<file path="src/rtl/rsc_pkg.sv">
// shared constants, types and register map of the relay setpoint controller
`default_nettype none
package rsc_pkg;
  // register word offsets (byte addresses, one aligned word each)
  localparam logic [7:0] OFF_CFG0 = 8'h00;
  localparam logic [7:0] OFF_HIGH0 = 8'h04;
  localparam logic [7:0] OFF_LOW0 = 8'h08;
  localparam logic [7:0] OFF_CFG1 = 8'h10;
  localparam logic [7:0] OFF_HIGH1 = 8'h14;
  localparam logic [7:0] OFF_LOW1 = 8'h18;
  localparam logic [7:0] OFF_DEADBAND = 8'h20;
  localparam logic [7:0] OFF_STATUS = 8'h24;
  localparam logic [7:0] OFF_IRQ_STAT = 8'h28;
  localparam logic [7:0] OFF_IRQ_MASK = 8'h2C;
  localparam logic [7:0] CH_STRIDE = 8'h10;
  // config word fields
  localparam int CFG_MODE_LSB = 0;
  localparam int CFG_HEN_BIT = 4;
  localparam int CFG_LEN_BIT = 5;
  localparam int CFG_SRC_LSB = 8;
  // temperature in millikelvin, unsigned
  localparam int TEMP_W = 20;
  localparam logic [19:0] DEADBAND_RST = 20'h0_00FA; // 0.250 K
  localparam logic [19:0] SETPT_RST = 20'h0_0000;
  localparam int NUM_CH = 2;
  localparam int SRC_W = 3;

  // relay operating modes
  typedef enum logic [2:0]
  {
    RSC_OFF = 3'h0,
    RSC_ON = 3'h1,
    RSC_AUTO = 3'h2,
    RSC_WITHIN = 3'h3,
    RSC_CTRL = 3'h4
  } rsc_mode_t;

  // status codes
  typedef enum logic [1:0]
  {
    RSC_ST_CLEAR = 2'h0,
    RSC_ST_HIGH = 2'h1,
    RSC_ST_LOW = 2'h2,
    RSC_ST_ON = 2'h3
  } rsc_status_t;

  // per-channel settings carried as one bundle
  typedef struct packed
  {
    logic [2:0] src;
    logic hi_en;
    logic lo_en;
    rsc_mode_t mode;
    logic [19:0] high;
    logic [19:0] low;
  } rsc_chcfg_t;
endpackage
`default_nettype wire

</file>
<file path="src/rtl/rsc_relay_ch.sv">
// one relay channel: hysteresis flags, mode selection and status code
`timescale 1ns/1ns
`default_nettype none
module rsc_relay_ch #(
  parameter int TW = rsc_pkg::TEMP_W
) (
  input wire logic ref_clk,
  input wire logic arst_n,
  input wire rsc_pkg::rsc_chcfg_t cfg,
  input wire logic [TW-1:0] deadband,
  input wire logic [TW-1:0] temp,
  input wire logic temp_valid,
  input wire logic sample_stb,
  input wire logic ctrl_active,
  output logic relay,
  output rsc_pkg::rsc_status_t status,
  output logic hi_flag,
  output logic lo_flag
);
  initial
  begin
    if (TW < 4)
      $error("temperature width too small");
    if (TW != rsc_pkg::TEMP_W)
      $error("temperature width must match the settings bundle");
  end

  // ===========================================================
  // hysteresis thresholds, widened by one bit against wrap
  logic [TW:0] t_w;
  logic [TW:0] hi_set;
  logic [TW:0] hi_rst;
  logic [TW:0] lo_set;
  logic [TW:0] lo_rst;
  logic hi_q;
  logic hi_d;
  logic lo_q;
  logic lo_d;
  assign t_w = {1'b0, temp};
  assign hi_set = {1'b0, cfg.high} + {1'b0, deadband};
  assign hi_rst = ({1'b0, cfg.high} >= {1'b0, deadband}) ?
                  ({1'b0, cfg.high} - {1'b0, deadband}) : '0;
  assign lo_set = ({1'b0, cfg.low} >= {1'b0, deadband}) ?
                  ({1'b0, cfg.low} - {1'b0, deadband}) : '0;
  assign lo_rst = {1'b0, cfg.low} + {1'b0, deadband};

  // next condition flags, a disabled limit holds its flag clear
  assign hi_d = !cfg.hi_en ? 1'b0 :
                (t_w > hi_set) ? 1'b1 :
                (t_w <= hi_rst) ? 1'b0 : hi_q;
  assign lo_d = !cfg.lo_en ? 1'b0 :
                (t_w <= lo_set) ? 1'b1 :
                (t_w >= lo_rst) ? 1'b0 : lo_q;

  // flags advance only on a fresh temperature sample
  always_ff @(posedge ref_clk or negedge arst_n)
  begin
    if (!arst_n)
    begin
      hi_q <= 1'b0;
      lo_q <= 1'b0;
    end
    else if (sample_stb)
    begin
      hi_q <= hi_d;
      lo_q <= lo_d;
    end
  end

  // ===========================================================
  // mode selection from the stored flags
  logic out_of_lim;
  logic relay_d;
  rsc_pkg::rsc_status_t st_d;
  assign out_of_lim = hi_q | lo_q;
  always_comb
  begin
    relay_d = 1'b0;
    st_d = rsc_pkg::RSC_ST_CLEAR;
    case (cfg.mode)
      rsc_pkg::RSC_AUTO:
      begin
        relay_d = out_of_lim;
        st_d = hi_q ? rsc_pkg::RSC_ST_HIGH :
               (lo_q ? rsc_pkg::RSC_ST_LOW : rsc_pkg::RSC_ST_CLEAR);
      end
      rsc_pkg::RSC_WITHIN:
      begin
        relay_d = !out_of_lim && temp_valid;
        st_d = relay_d ? rsc_pkg::RSC_ST_ON : rsc_pkg::RSC_ST_CLEAR;
      end
      rsc_pkg::RSC_ON:
      begin
        relay_d = 1'b1;
        st_d = rsc_pkg::RSC_ST_ON;
      end
      rsc_pkg::RSC_CTRL:
      begin
        relay_d = ctrl_active;
        st_d = ctrl_active ? rsc_pkg::RSC_ST_ON : rsc_pkg::RSC_ST_CLEAR;
      end
      default:
      begin
        relay_d = 1'b0;
        st_d = rsc_pkg::RSC_ST_CLEAR;
      end
    endcase
  end

  // registered relay and status outputs
  always_ff @(posedge ref_clk or negedge arst_n)
  begin
    if (!arst_n)
    begin
      relay <= 1'b0;
      status <= rsc_pkg::RSC_ST_CLEAR;
    end
    else
    begin
      relay <= relay_d;
      status <= st_d;
    end
  end
  assign hi_flag = hi_q;
  assign lo_flag = lo_q;

  // ===========================================================
  // checks
  AST_ON_HOLDS: assert property (@(posedge ref_clk) disable iff (!arst_n)
    cfg.mode == rsc_pkg::RSC_ON |=> relay)
    else $error("relay not asserted in on mode");
  AST_OFF_HOLDS: assert property (@(posedge ref_clk) disable iff (!arst_n)
    cfg.mode == rsc_pkg::RSC_OFF |=> !relay)
    else $error("relay asserted in off mode");
  AST_WITHIN_INVALID: assert property (@(posedge ref_clk)
    disable iff (!arst_n)
    cfg.mode == rsc_pkg::RSC_WITHIN && !temp_valid |=> !relay)
    else $error("within relay set on invalid reading");
  AST_CTRL_FOLLOWS: assert property (@(posedge ref_clk) disable iff (!arst_n)
    cfg.mode == rsc_pkg::RSC_CTRL |=> relay == $past(ctrl_active))
    else $error("control relay does not follow regulator");
  AST_HI_DISABLED: assert property (@(posedge ref_clk) disable iff (!arst_n)
    !cfg.hi_en && sample_stb |=> !hi_q)
    else $error("disabled high limit set its flag");
  AST_HI_SET: assert property (@(posedge ref_clk) disable iff (!arst_n)
    sample_stb && cfg.hi_en && t_w > hi_set |=> hi_q)
    else $error("high condition missed");
  AST_HI_HOLD: assert property (@(posedge ref_clk) disable iff (!arst_n)
    !sample_stb |=> $stable(hi_q) && $stable(lo_q))
    else $error("flag changed without sample");
  AST_LO_SET: assert property (@(posedge ref_clk) disable iff (!arst_n)
    sample_stb && cfg.lo_en && t_w <= lo_set |=> lo_q)
    else $error("low condition missed");
  AST_LO_CLR: assert property (@(posedge ref_clk) disable iff (!arst_n)
    sample_stb && t_w >= lo_rst && t_w > lo_set |=> !lo_q)
    else $error("low condition not cleared");
  AST_AUTO_HIGH: assert property (@(posedge ref_clk) disable iff (!arst_n)
    cfg.mode == rsc_pkg::RSC_AUTO && hi_q |=>
    relay && status == rsc_pkg::RSC_ST_HIGH)
    else $error("auto high not reported");
  COV_AUTO_HIGH: cover property (@(posedge ref_clk)
    cfg.mode == rsc_pkg::RSC_AUTO && hi_q ##1 relay);
  COV_AUTO_LOW: cover property (@(posedge ref_clk)
    cfg.mode == rsc_pkg::RSC_AUTO && lo_q ##1 relay);
  COV_WITHIN: cover property (@(posedge ref_clk)
    cfg.mode == rsc_pkg::RSC_WITHIN ##1 relay);
endmodule
`default_nettype wire

</file>
<file path="src/rtl/rsc_top.sv">
// relay setpoint controller: register file, interrupts, two relay channels
`timescale 1ns/1ns
`default_nettype none
// Notes on behaviour
// - two independent relays, each picking any temperature input as source.
// - auto mode asserts when above enabled high or below enabled low.
// - separate high and low setpoints and enables; disabled limits ignored.
// - high sets above setpoint plus deadband, clears at setpoint minus it.
// - low sets at setpoint minus deadband, clears at setpoint plus it.
// - within mode is the complement of auto, asserting inside the window.
// - within mode also needs a valid reading; invalid clears the relay.
// - on mode holds the relay asserted unconditionally.
// - off mode holds the relay cleared unconditionally.
// - control mode follows the regulator's actively-regulating report.
// - status reports clear, high, low, or on while on, within or control mode asserts the relay.
// - each relay lights its own led exactly while asserted.
module rsc_top #(
  parameter int NUM_IN = 8,
  parameter int TW = rsc_pkg::TEMP_W
) (
  input wire logic ref_clk,
  input wire logic arst_n,
  input wire logic [7:0] reg_addr,
  input wire logic [31:0] reg_wdata,
  input wire logic reg_wr,
  input wire logic reg_rd,
  output logic [31:0] reg_rdata,
  input wire logic [NUM_IN*TW-1:0] temp_in,
  input wire logic [NUM_IN-1:0] temp_valid,
  input wire logic sample_stb,
  input wire logic ctrl_active,
  output logic [1:0] relay_out,
  output logic [1:0] relay_led,
  output logic irq
);
  initial
  begin
    if (NUM_IN < 1 || NUM_IN > 8)
      $error("input count must be 1 to 8");
    if (TW != rsc_pkg::TEMP_W)
      $error("temperature width must match package");
  end

  localparam int NCH = rsc_pkg::NUM_CH;

  // ===========================================================
  // register storage
  rsc_pkg::rsc_chcfg_t cfg_q [NCH];
  logic [TW-1:0] deadband_q;
  logic [3:0] irq_stat_q;
  logic [3:0] irq_mask_q;
  logic [31:0] rdata_q;

  // write decode, per channel and for the shared registers
  logic [NCH-1:0] wr_cfg;
  logic [NCH-1:0] wr_high;
  logic [NCH-1:0] wr_low;
  logic wr_db;
  logic wr_istat;
  logic wr_imask;
  genvar g;
  generate
    for (g = 0; g < NCH; g++)
    begin : g_dec
      localparam logic [7:0] BASE = 8'(g * rsc_pkg::CH_STRIDE);
      assign wr_cfg[g] = reg_wr && reg_addr == rsc_pkg::OFF_CFG0 + BASE;
      assign wr_high[g] = reg_wr && reg_addr == rsc_pkg::OFF_HIGH0 + BASE;
      assign wr_low[g] = reg_wr && reg_addr == rsc_pkg::OFF_LOW0 + BASE;
    end
  endgenerate
  assign wr_db = reg_wr && reg_addr == rsc_pkg::OFF_DEADBAND;
  assign wr_istat = reg_wr && reg_addr == rsc_pkg::OFF_IRQ_STAT;
  assign wr_imask = reg_wr && reg_addr == rsc_pkg::OFF_IRQ_MASK;

  // per-channel settings; mode writes name the relay by its offset
  generate
    for (g = 0; g < NCH; g++)
    begin : g_cfg
      always_ff @(posedge ref_clk or negedge arst_n)
      begin
        if (!arst_n)
        begin
          cfg_q[g].src <= 3'(g);
          cfg_q[g].hi_en <= 1'b0;
          cfg_q[g].lo_en <= 1'b0;
          cfg_q[g].mode <= rsc_pkg::RSC_OFF;
          cfg_q[g].high <= rsc_pkg::SETPT_RST;
          cfg_q[g].low <= rsc_pkg::SETPT_RST;
        end
        else
        begin
          if (wr_cfg[g])
          begin
            cfg_q[g].mode <= rsc_pkg::rsc_mode_t'(
              reg_wdata[rsc_pkg::CFG_MODE_LSB +: 3]);
            cfg_q[g].hi_en <= reg_wdata[rsc_pkg::CFG_HEN_BIT];
            cfg_q[g].lo_en <= reg_wdata[rsc_pkg::CFG_LEN_BIT];
            cfg_q[g].src <= reg_wdata[rsc_pkg::CFG_SRC_LSB +: 3];
          end
          if (wr_high[g])
            cfg_q[g].high <= reg_wdata[TW-1:0];
          if (wr_low[g])
            cfg_q[g].low <= reg_wdata[TW-1:0];
        end
      end
    end
  endgenerate

  // shared deadband
  always_ff @(posedge ref_clk or negedge arst_n)
  begin
    if (!arst_n)
      deadband_q <= rsc_pkg::DEADBAND_RST;
    else if (wr_db)
      deadband_q <= reg_wdata[TW-1:0];
  end

  // ===========================================================
  // relay channels
  logic [NCH-1:0] relay_w;
  logic [NCH-1:0] hi_w;
  logic [NCH-1:0] lo_w;
  rsc_pkg::rsc_status_t st_w [NCH];
  logic [TW-1:0] src_temp [NCH];
  logic [NCH-1:0] src_valid;
  generate
    for (g = 0; g < NCH; g++)
    begin : g_ch
      // source mux, out-of-range source reads as invalid zero
      assign src_temp[g] = (cfg_q[g].src < NUM_IN) ?
        temp_in[cfg_q[g].src * TW +: TW] : '0;
      assign src_valid[g] = (cfg_q[g].src < NUM_IN) ?
        temp_valid[cfg_q[g].src] : 1'b0;
      rsc_relay_ch #(
        .TW(TW)
      ) u_ch (
        .ref_clk(ref_clk),
        .arst_n(arst_n),
        .cfg(cfg_q[g]),
        .deadband(deadband_q),
        .temp(src_temp[g]),
        .temp_valid(src_valid[g]),
        .sample_stb(sample_stb),
        .ctrl_active(ctrl_active),
        .relay(relay_w[g]),
        .status(st_w[g]),
        .hi_flag(hi_w[g]),
        .lo_flag(lo_w[g])
      );
    end
  endgenerate
  assign relay_out = relay_w;
  assign relay_led = relay_w;

  // ===========================================================
  // interrupts: bit per channel for assert and release edges
  logic [NCH-1:0] relay_prev_q;
  logic [3:0] irq_ev;
  always_ff @(posedge ref_clk or negedge arst_n)
  begin
    if (!arst_n)
      relay_prev_q <= '0;
    else
      relay_prev_q <= relay_w;
  end
  assign irq_ev = {relay_prev_q & ~relay_w, relay_w & ~relay_prev_q};

  // sticky status: a new event wins over a write-one clear
  always_ff @(posedge ref_clk or negedge arst_n)
  begin
    if (!arst_n)
    begin
      irq_stat_q <= 4'h0;
      irq_mask_q <= 4'h0;
    end
    else
    begin
      irq_stat_q <= (irq_stat_q & ~(wr_istat ? reg_wdata[3:0] : 4'h0))
                    | irq_ev;
      if (wr_imask)
        irq_mask_q <= reg_wdata[3:0];
    end
  end
  assign irq = |(irq_stat_q & irq_mask_q);

  // ===========================================================
  // read mux, unmapped addresses read zero
  logic [31:0] rd_mux;
  logic [31:0] cfg_rd [NCH];
  logic [31:0] st_rd;
  generate
    for (g = 0; g < NCH; g++)
    begin : g_rd
      assign cfg_rd[g] = {21'h00_0000, cfg_q[g].src, 2'h0,
                          cfg_q[g].lo_en, cfg_q[g].hi_en, 1'h0,
                          cfg_q[g].mode};
    end
  endgenerate
  assign st_rd = {16'h0000, 2'h0, lo_w[1], hi_w[1], 2'h0, lo_w[0], hi_w[0],
                  2'h0, relay_w[1], relay_w[0], st_w[1], st_w[0]};
  assign rd_mux =
    (reg_addr == rsc_pkg::OFF_CFG0) ? cfg_rd[0] :
    (reg_addr == rsc_pkg::OFF_HIGH0) ? {12'h000, cfg_q[0].high} :
    (reg_addr == rsc_pkg::OFF_LOW0) ? {12'h000, cfg_q[0].low} :
    (reg_addr == rsc_pkg::OFF_CFG1) ? cfg_rd[1] :
    (reg_addr == rsc_pkg::OFF_HIGH1) ? {12'h000, cfg_q[1].high} :
    (reg_addr == rsc_pkg::OFF_LOW1) ? {12'h000, cfg_q[1].low} :
    (reg_addr == rsc_pkg::OFF_DEADBAND) ? {12'h000, deadband_q} :
    (reg_addr == rsc_pkg::OFF_STATUS) ? st_rd :
    (reg_addr == rsc_pkg::OFF_IRQ_STAT) ? {28'h000_0000, irq_stat_q} :
    (reg_addr == rsc_pkg::OFF_IRQ_MASK) ? {28'h000_0000, irq_mask_q} :
    32'h0000_0000;

  // read data valid the cycle after the strobe only
  always_ff @(posedge ref_clk or negedge arst_n)
  begin
    if (!arst_n)
      rdata_q <= 32'h0000_0000;
    else
      rdata_q <= reg_rd ? rd_mux : 32'h0000_0000;
  end
  assign reg_rdata = rdata_q;

  // ===========================================================
  // checks
  AST_LED_MATCH: assert property (@(posedge ref_clk) disable iff (!arst_n)
    relay_led == relay_out)
    else $error("led differs from relay");
  AST_MODE_WRITE: assert property (@(posedge ref_clk) disable iff (!arst_n)
    wr_cfg[0] && reg_wdata[2:0] == 3'h1 |=> ##1 relay_out[0])
    else $error("on command not applied");
  AST_IRQ_STICKY: assert property (@(posedge ref_clk) disable iff (!arst_n)
    irq_ev[0] |=> irq_stat_q[0])
    else $error("assert event lost");
  COV_REMOTE_ON: cover property (@(posedge ref_clk)
    wr_cfg[1] ##2 relay_out[1]);
  COV_IRQ: cover property (@(posedge ref_clk) irq);
endmodule
`default_nettype wire

</file>
<file path="config.mk">
export PLATFORM = sky130hd
export DESIGN_NAME = rsc_top
export DESIGN_NICKNAME = d
export VERILOG_FILES = /design/src/rtl/rsc_pkg.sv /design/src/rtl/rsc_relay_ch.sv /design/src/rtl/rsc_top.sv
export SDC_FILE = /design/constraint.sdc
export NUM_CORES = 1
export LEC_CHECK = 0
export ABC_AREA = 1
export BUFFER_PORTS_ARGS = -buffer_cell sky130_fd_sc_hd__buf_2
export CAP_MARGIN = 20
export CELL_PAD_IN_SITES_DETAIL_PLACEMENT = 0
export CELL_PAD_IN_SITES_GLOBAL_PLACEMENT = 1
export CORE_ASPECT_RATIO = 1.75
export CORE_MARGIN = 2
export CORE_UTILIZATION = 40
export CTS_BUF_LIST = sky130_fd_sc_hd__clkbuf_2
export DETAILED_ROUTE_END_ITERATION = 16
export PLACE_DENSITY_LB_ADDON = 0.1
export RECOVER_POWER = 25
export SLEW_MARGIN = 0
export SYNTH_ARGS = -nofsm -noshare
export SYNTH_HDL_FRONTEND = slang
export SYNTH_HIERARCHICAL = 1
export SYNTH_SLANG_ARGS = --single-unit
</file>
<file path="constraint.sdc">
create_clock -name ref_clk -period 3.7 [get_ports ref_clk]
set_input_delay 0.185 -clock ref_clk [delete_from_list [all_inputs] [get_ports ref_clk]]
set_output_delay 0.185 -clock ref_clk [all_outputs]
set_load 0.005 [all_outputs]
</file>
==> impl_metrics.py <==
metrics = {
    "outcome": {
        "outcome": "finished, violations left",
        "failed_checks": "capacitance limit, slew limit, setup timing",
    },
    "pwr": {
        "power_density_nw_per_um2": 342,
        "power.leakage_uw": 0.0159,
        "ir_drop_v": 0.000336,
        "total_power_uw": 10300,
    },
    "placement": {
        "hpwlAfterDp_um": 98300,
        "numPortBuffers": 226,
        "post-place-ws_ns": -0.274,
        "routabilityCongestion": 1.06,
    },
    "min_path": {
        "hold_class": "in -> reg",
    },
    "critical_path": {
        "crit_top_cell": "nand2_1",
        "startpoint_type": "flop",
        "worstSetupPathType": "reg -> reg",
        "critPathArrivalTime_ns": 4.50,
        "crit_required_ns": 4.48,
        "cp-end-kind": "flop",
        "cpMaxStageDelayCell": "dfstp_2",
        "slowest_delay_ns": 0.64,
        "cp_max_fo": 6,
    },
    "global_routing": {
        "grtUsageTotal_pct": 38.8,
        "grt_pass1_vias": 27300,
        "grt_start_max_net_pins": 100,
        "antenna_found_initial": 13,
        "grt-ovfl-total": 0,
        "grt_pass1_wl_um": 168000,
    },
    "detailed_routing": {
        "first_iter_violations": 2045,
        "met3_length_um": 5700,
        "routedWlPerCell_um": 23.3,
        "drc_errors": 0,
        "ant_nets": 0,
        "drt_wl_total_um": 116000,
        "viasPerCell": 5.55,
        "top_layer": "met4",
        "via_count": 27700,
        "wl_met1_um": 38500,
        "wl_met2_um": 57400,
        "dr.pass1.iters": 8,
    },
    "logic_synthesis": {
        "async_flop_share_pct": 100,
        "synth_top_area_cell": "ha_1",
        "synth_edf_count": 0,
        "synth_area_leaders": "ha_1 18%, dfrtp_1 16%, nand2_1 14%, o21ai_0 8.1%, inv_1 7.0%",
        "synth_area_um2": 22700,
        "synth_top_area_share_pct": 17.7,
        "yosys.cell_types.count": 63,
        "yosysWarnings": 6,
        "syn_inst": 3531,
        "avgSynthCellArea_um2": 6.42,
        "synthFlopType": "dfrtp_1",
        "ys_seq_elements": 156,
        "ys_seq_area_share_pct": 17.3,
        "synth_common_cells": "828 x nand2_1, 422 x inv_1, 365 x o21ai_0, 320 x ha_1, 309 x a21oi_1",
        "yosysMostFrequentCell": "nand2_1",
    },
    "finish": {
        "syn_to_final_growth_pct": 33.5,
        "final_nets": 4800,
        "fill_cells": 5749,
        "multi_input_area_um2": 17100,
        "layout-drive-gt1-share_pct": 28.3,
        "final_util_pct": 53.9,
        "register_area_um2": 3930,
    },
    "cts": {
        "h-tree-depth": 4,
        "clk_pin_slew_ns": 0.29,
        "clk_latency_ns": 0.84,
        "clock-root-buffer": "clkbuf_2",
        "cts_made_buffers": 17,
        "cts_tree": "yes",
        "cts.sink_count": 156,
        "cts_max_path_buffers": 2,
    },
    "die": {
        "coreArea_um2": 56100,
        "num_io_pins": 251,
        "design.die.area_um2": 58600,
        "start_util_pct": 40.4,
        "die_x_um": 184,
        "rows": 115,
        "die_h_um": 319,
    },
    "timing": {
        "finClkSkew_ns": 0.0512,
        "relSlewSlack_pct": -87.4,
        "worst_pin_slew_ns": 2.81,
        "finalHoldViolCount": 0,
        "timing.final.crit_share_pct": 101,
        "worst_slack_ns": -0.0195,
        "fmax_mhz": 269,
        "setup_violations": 1,
        "drv_slew": 100,
        "fin_crit_ns": 3.72,
        "grt_setup_unrepaired": "yes",
    },
    "job": {
        "drv_cap": 1,
    },
}
-- layout make-up --
type                            instances  area share (%)
Antenna cell                           14           0.116
Clock buffer                           17           0.281
Clock inverter                         15           0.587
Inverter                              452            5.63
Multi-Input combinational cell       2759            56.7
Sequential cell                       156            13.0
Tap cell                              702            2.90
Timing Repair Buffer                  872            20.8
-- state kept, by name (all words and copies together) (netlist names) --
register,cells
deadband_q,20
irq_stat_q,4
reg_rdata,20
relay_prev_q,2
g_ch.u_ch/hi_flag,2
cfg_q,96
g_ch.u_ch/status,4
irq_mask_q,4
g_ch.u_ch/lo_flag,2
g_ch.u_ch/relay,2
-- cells in the final DEF, fill, tap and decap left out, types with 135 or more instances in the layout --
cell     synthesis  layout
nand2_1        828     812
buf_4           32     589
inv_1          422     408
o21ai_0        365     346
ha_1           320     283
a21oi_1        309     281
buf_2           62     225
nor2_1         228     210
nand3_1        169     153
dfrtp_1        149     135
-- power breakdown --
part	leakage (µW)	internal [µW]	switching (µW)
registers	0.00209	1790	119
logic	0.0137	3110	4250
clock network	0.000153	337	737
-- routing by layer --
metal | vias to the layer above | track usage (%)
li1 | 13200 | -
met1 | 12900 | 38.0
met2 | 1158 | 68.8
met3 | 476 | 4.49
met4 | 0 | 38.7
met5 | - | 0
-- cells by family (layout without fill, tap and decap cells) --
group | after synthesis | after routing | share of synthesized area (%)
and+or+nand+nor | 1409 | 1409 | 26.5
AOI/OAI and AO/OA | 941 | 941 | 23.7
buffers and inverters | 627 | 1356 | 11.4
adders and majority gates | 328 | 328 | 18.4
DFF | 156 | 156 | 17.3
xor gates and xnor gates | 69 | 69 | 2.67
other | 1 | 26 | 0.0166
-- final timing paths --
check / from / end / slack, ns / cells past startpoint
setup / recovery: deadband_q[1] / g_ch[0].u_ch/lo_flag / -0.02 / 28
hold / removal: reg_addr[0] / irq_mask_q[3] / 0.09 / 6
setup reg to reg: deadband_q[1] / g_ch[0].u_ch/lo_flag / -0.02 / 28
hold reg to reg: relay_prev_q[0] / irq_stat_q[0] / 0.50 / 1
max in group asynchronous: arst_n / cfg_q[46] / 1.08 / 2
min in group asynchronous: arst_n / reg_rdata[7] / 0.70 / 2
-- critical path, delay by kind of cell (launching register included) --
kind,cells,cell delay (ns)
adder cells (fa/ha/maj),2,0.58
buffers and inverters,5,0.72
flip-flops,1,0.64
AND/OR/NAND/NOR,21,1.74
-- metrics by stage --
| stage | std cells | hold slack (ns) | setup TNS, ns | area, µm² |
|---|---|---|---|---|
| 2_1_floorplan | 3542 | -0.111 | 0 | 22700 |
| 3_3_place_gp | 4883 | 0.360 | -0.417 | 28400 |
| 3_5_place_dp | 4884 | 0.369 | -0.531 | 28400 |
| 4_1_cts | 4956 | 0.00242 | 0 | 29400 |
| 5_1_grt | 4986 | 0.0855 | -0.821 | 30200 |
| 6_report | 4987 | 0.0949 | -0.0195 | 30200 |
-- repair_timing --
action | 4_1_cts | 5_1_grt
endpoints found under the hold margin | 244 | 0
setup buffers | 3 | 16
resized for setup | 80 | 157
pin swaps | 14 | 62
cloned | 0 | 1
hold buffers | 37 | 0
endpoints found under the setup margin | 4 | 4
(Power assumes the default switching activity.)
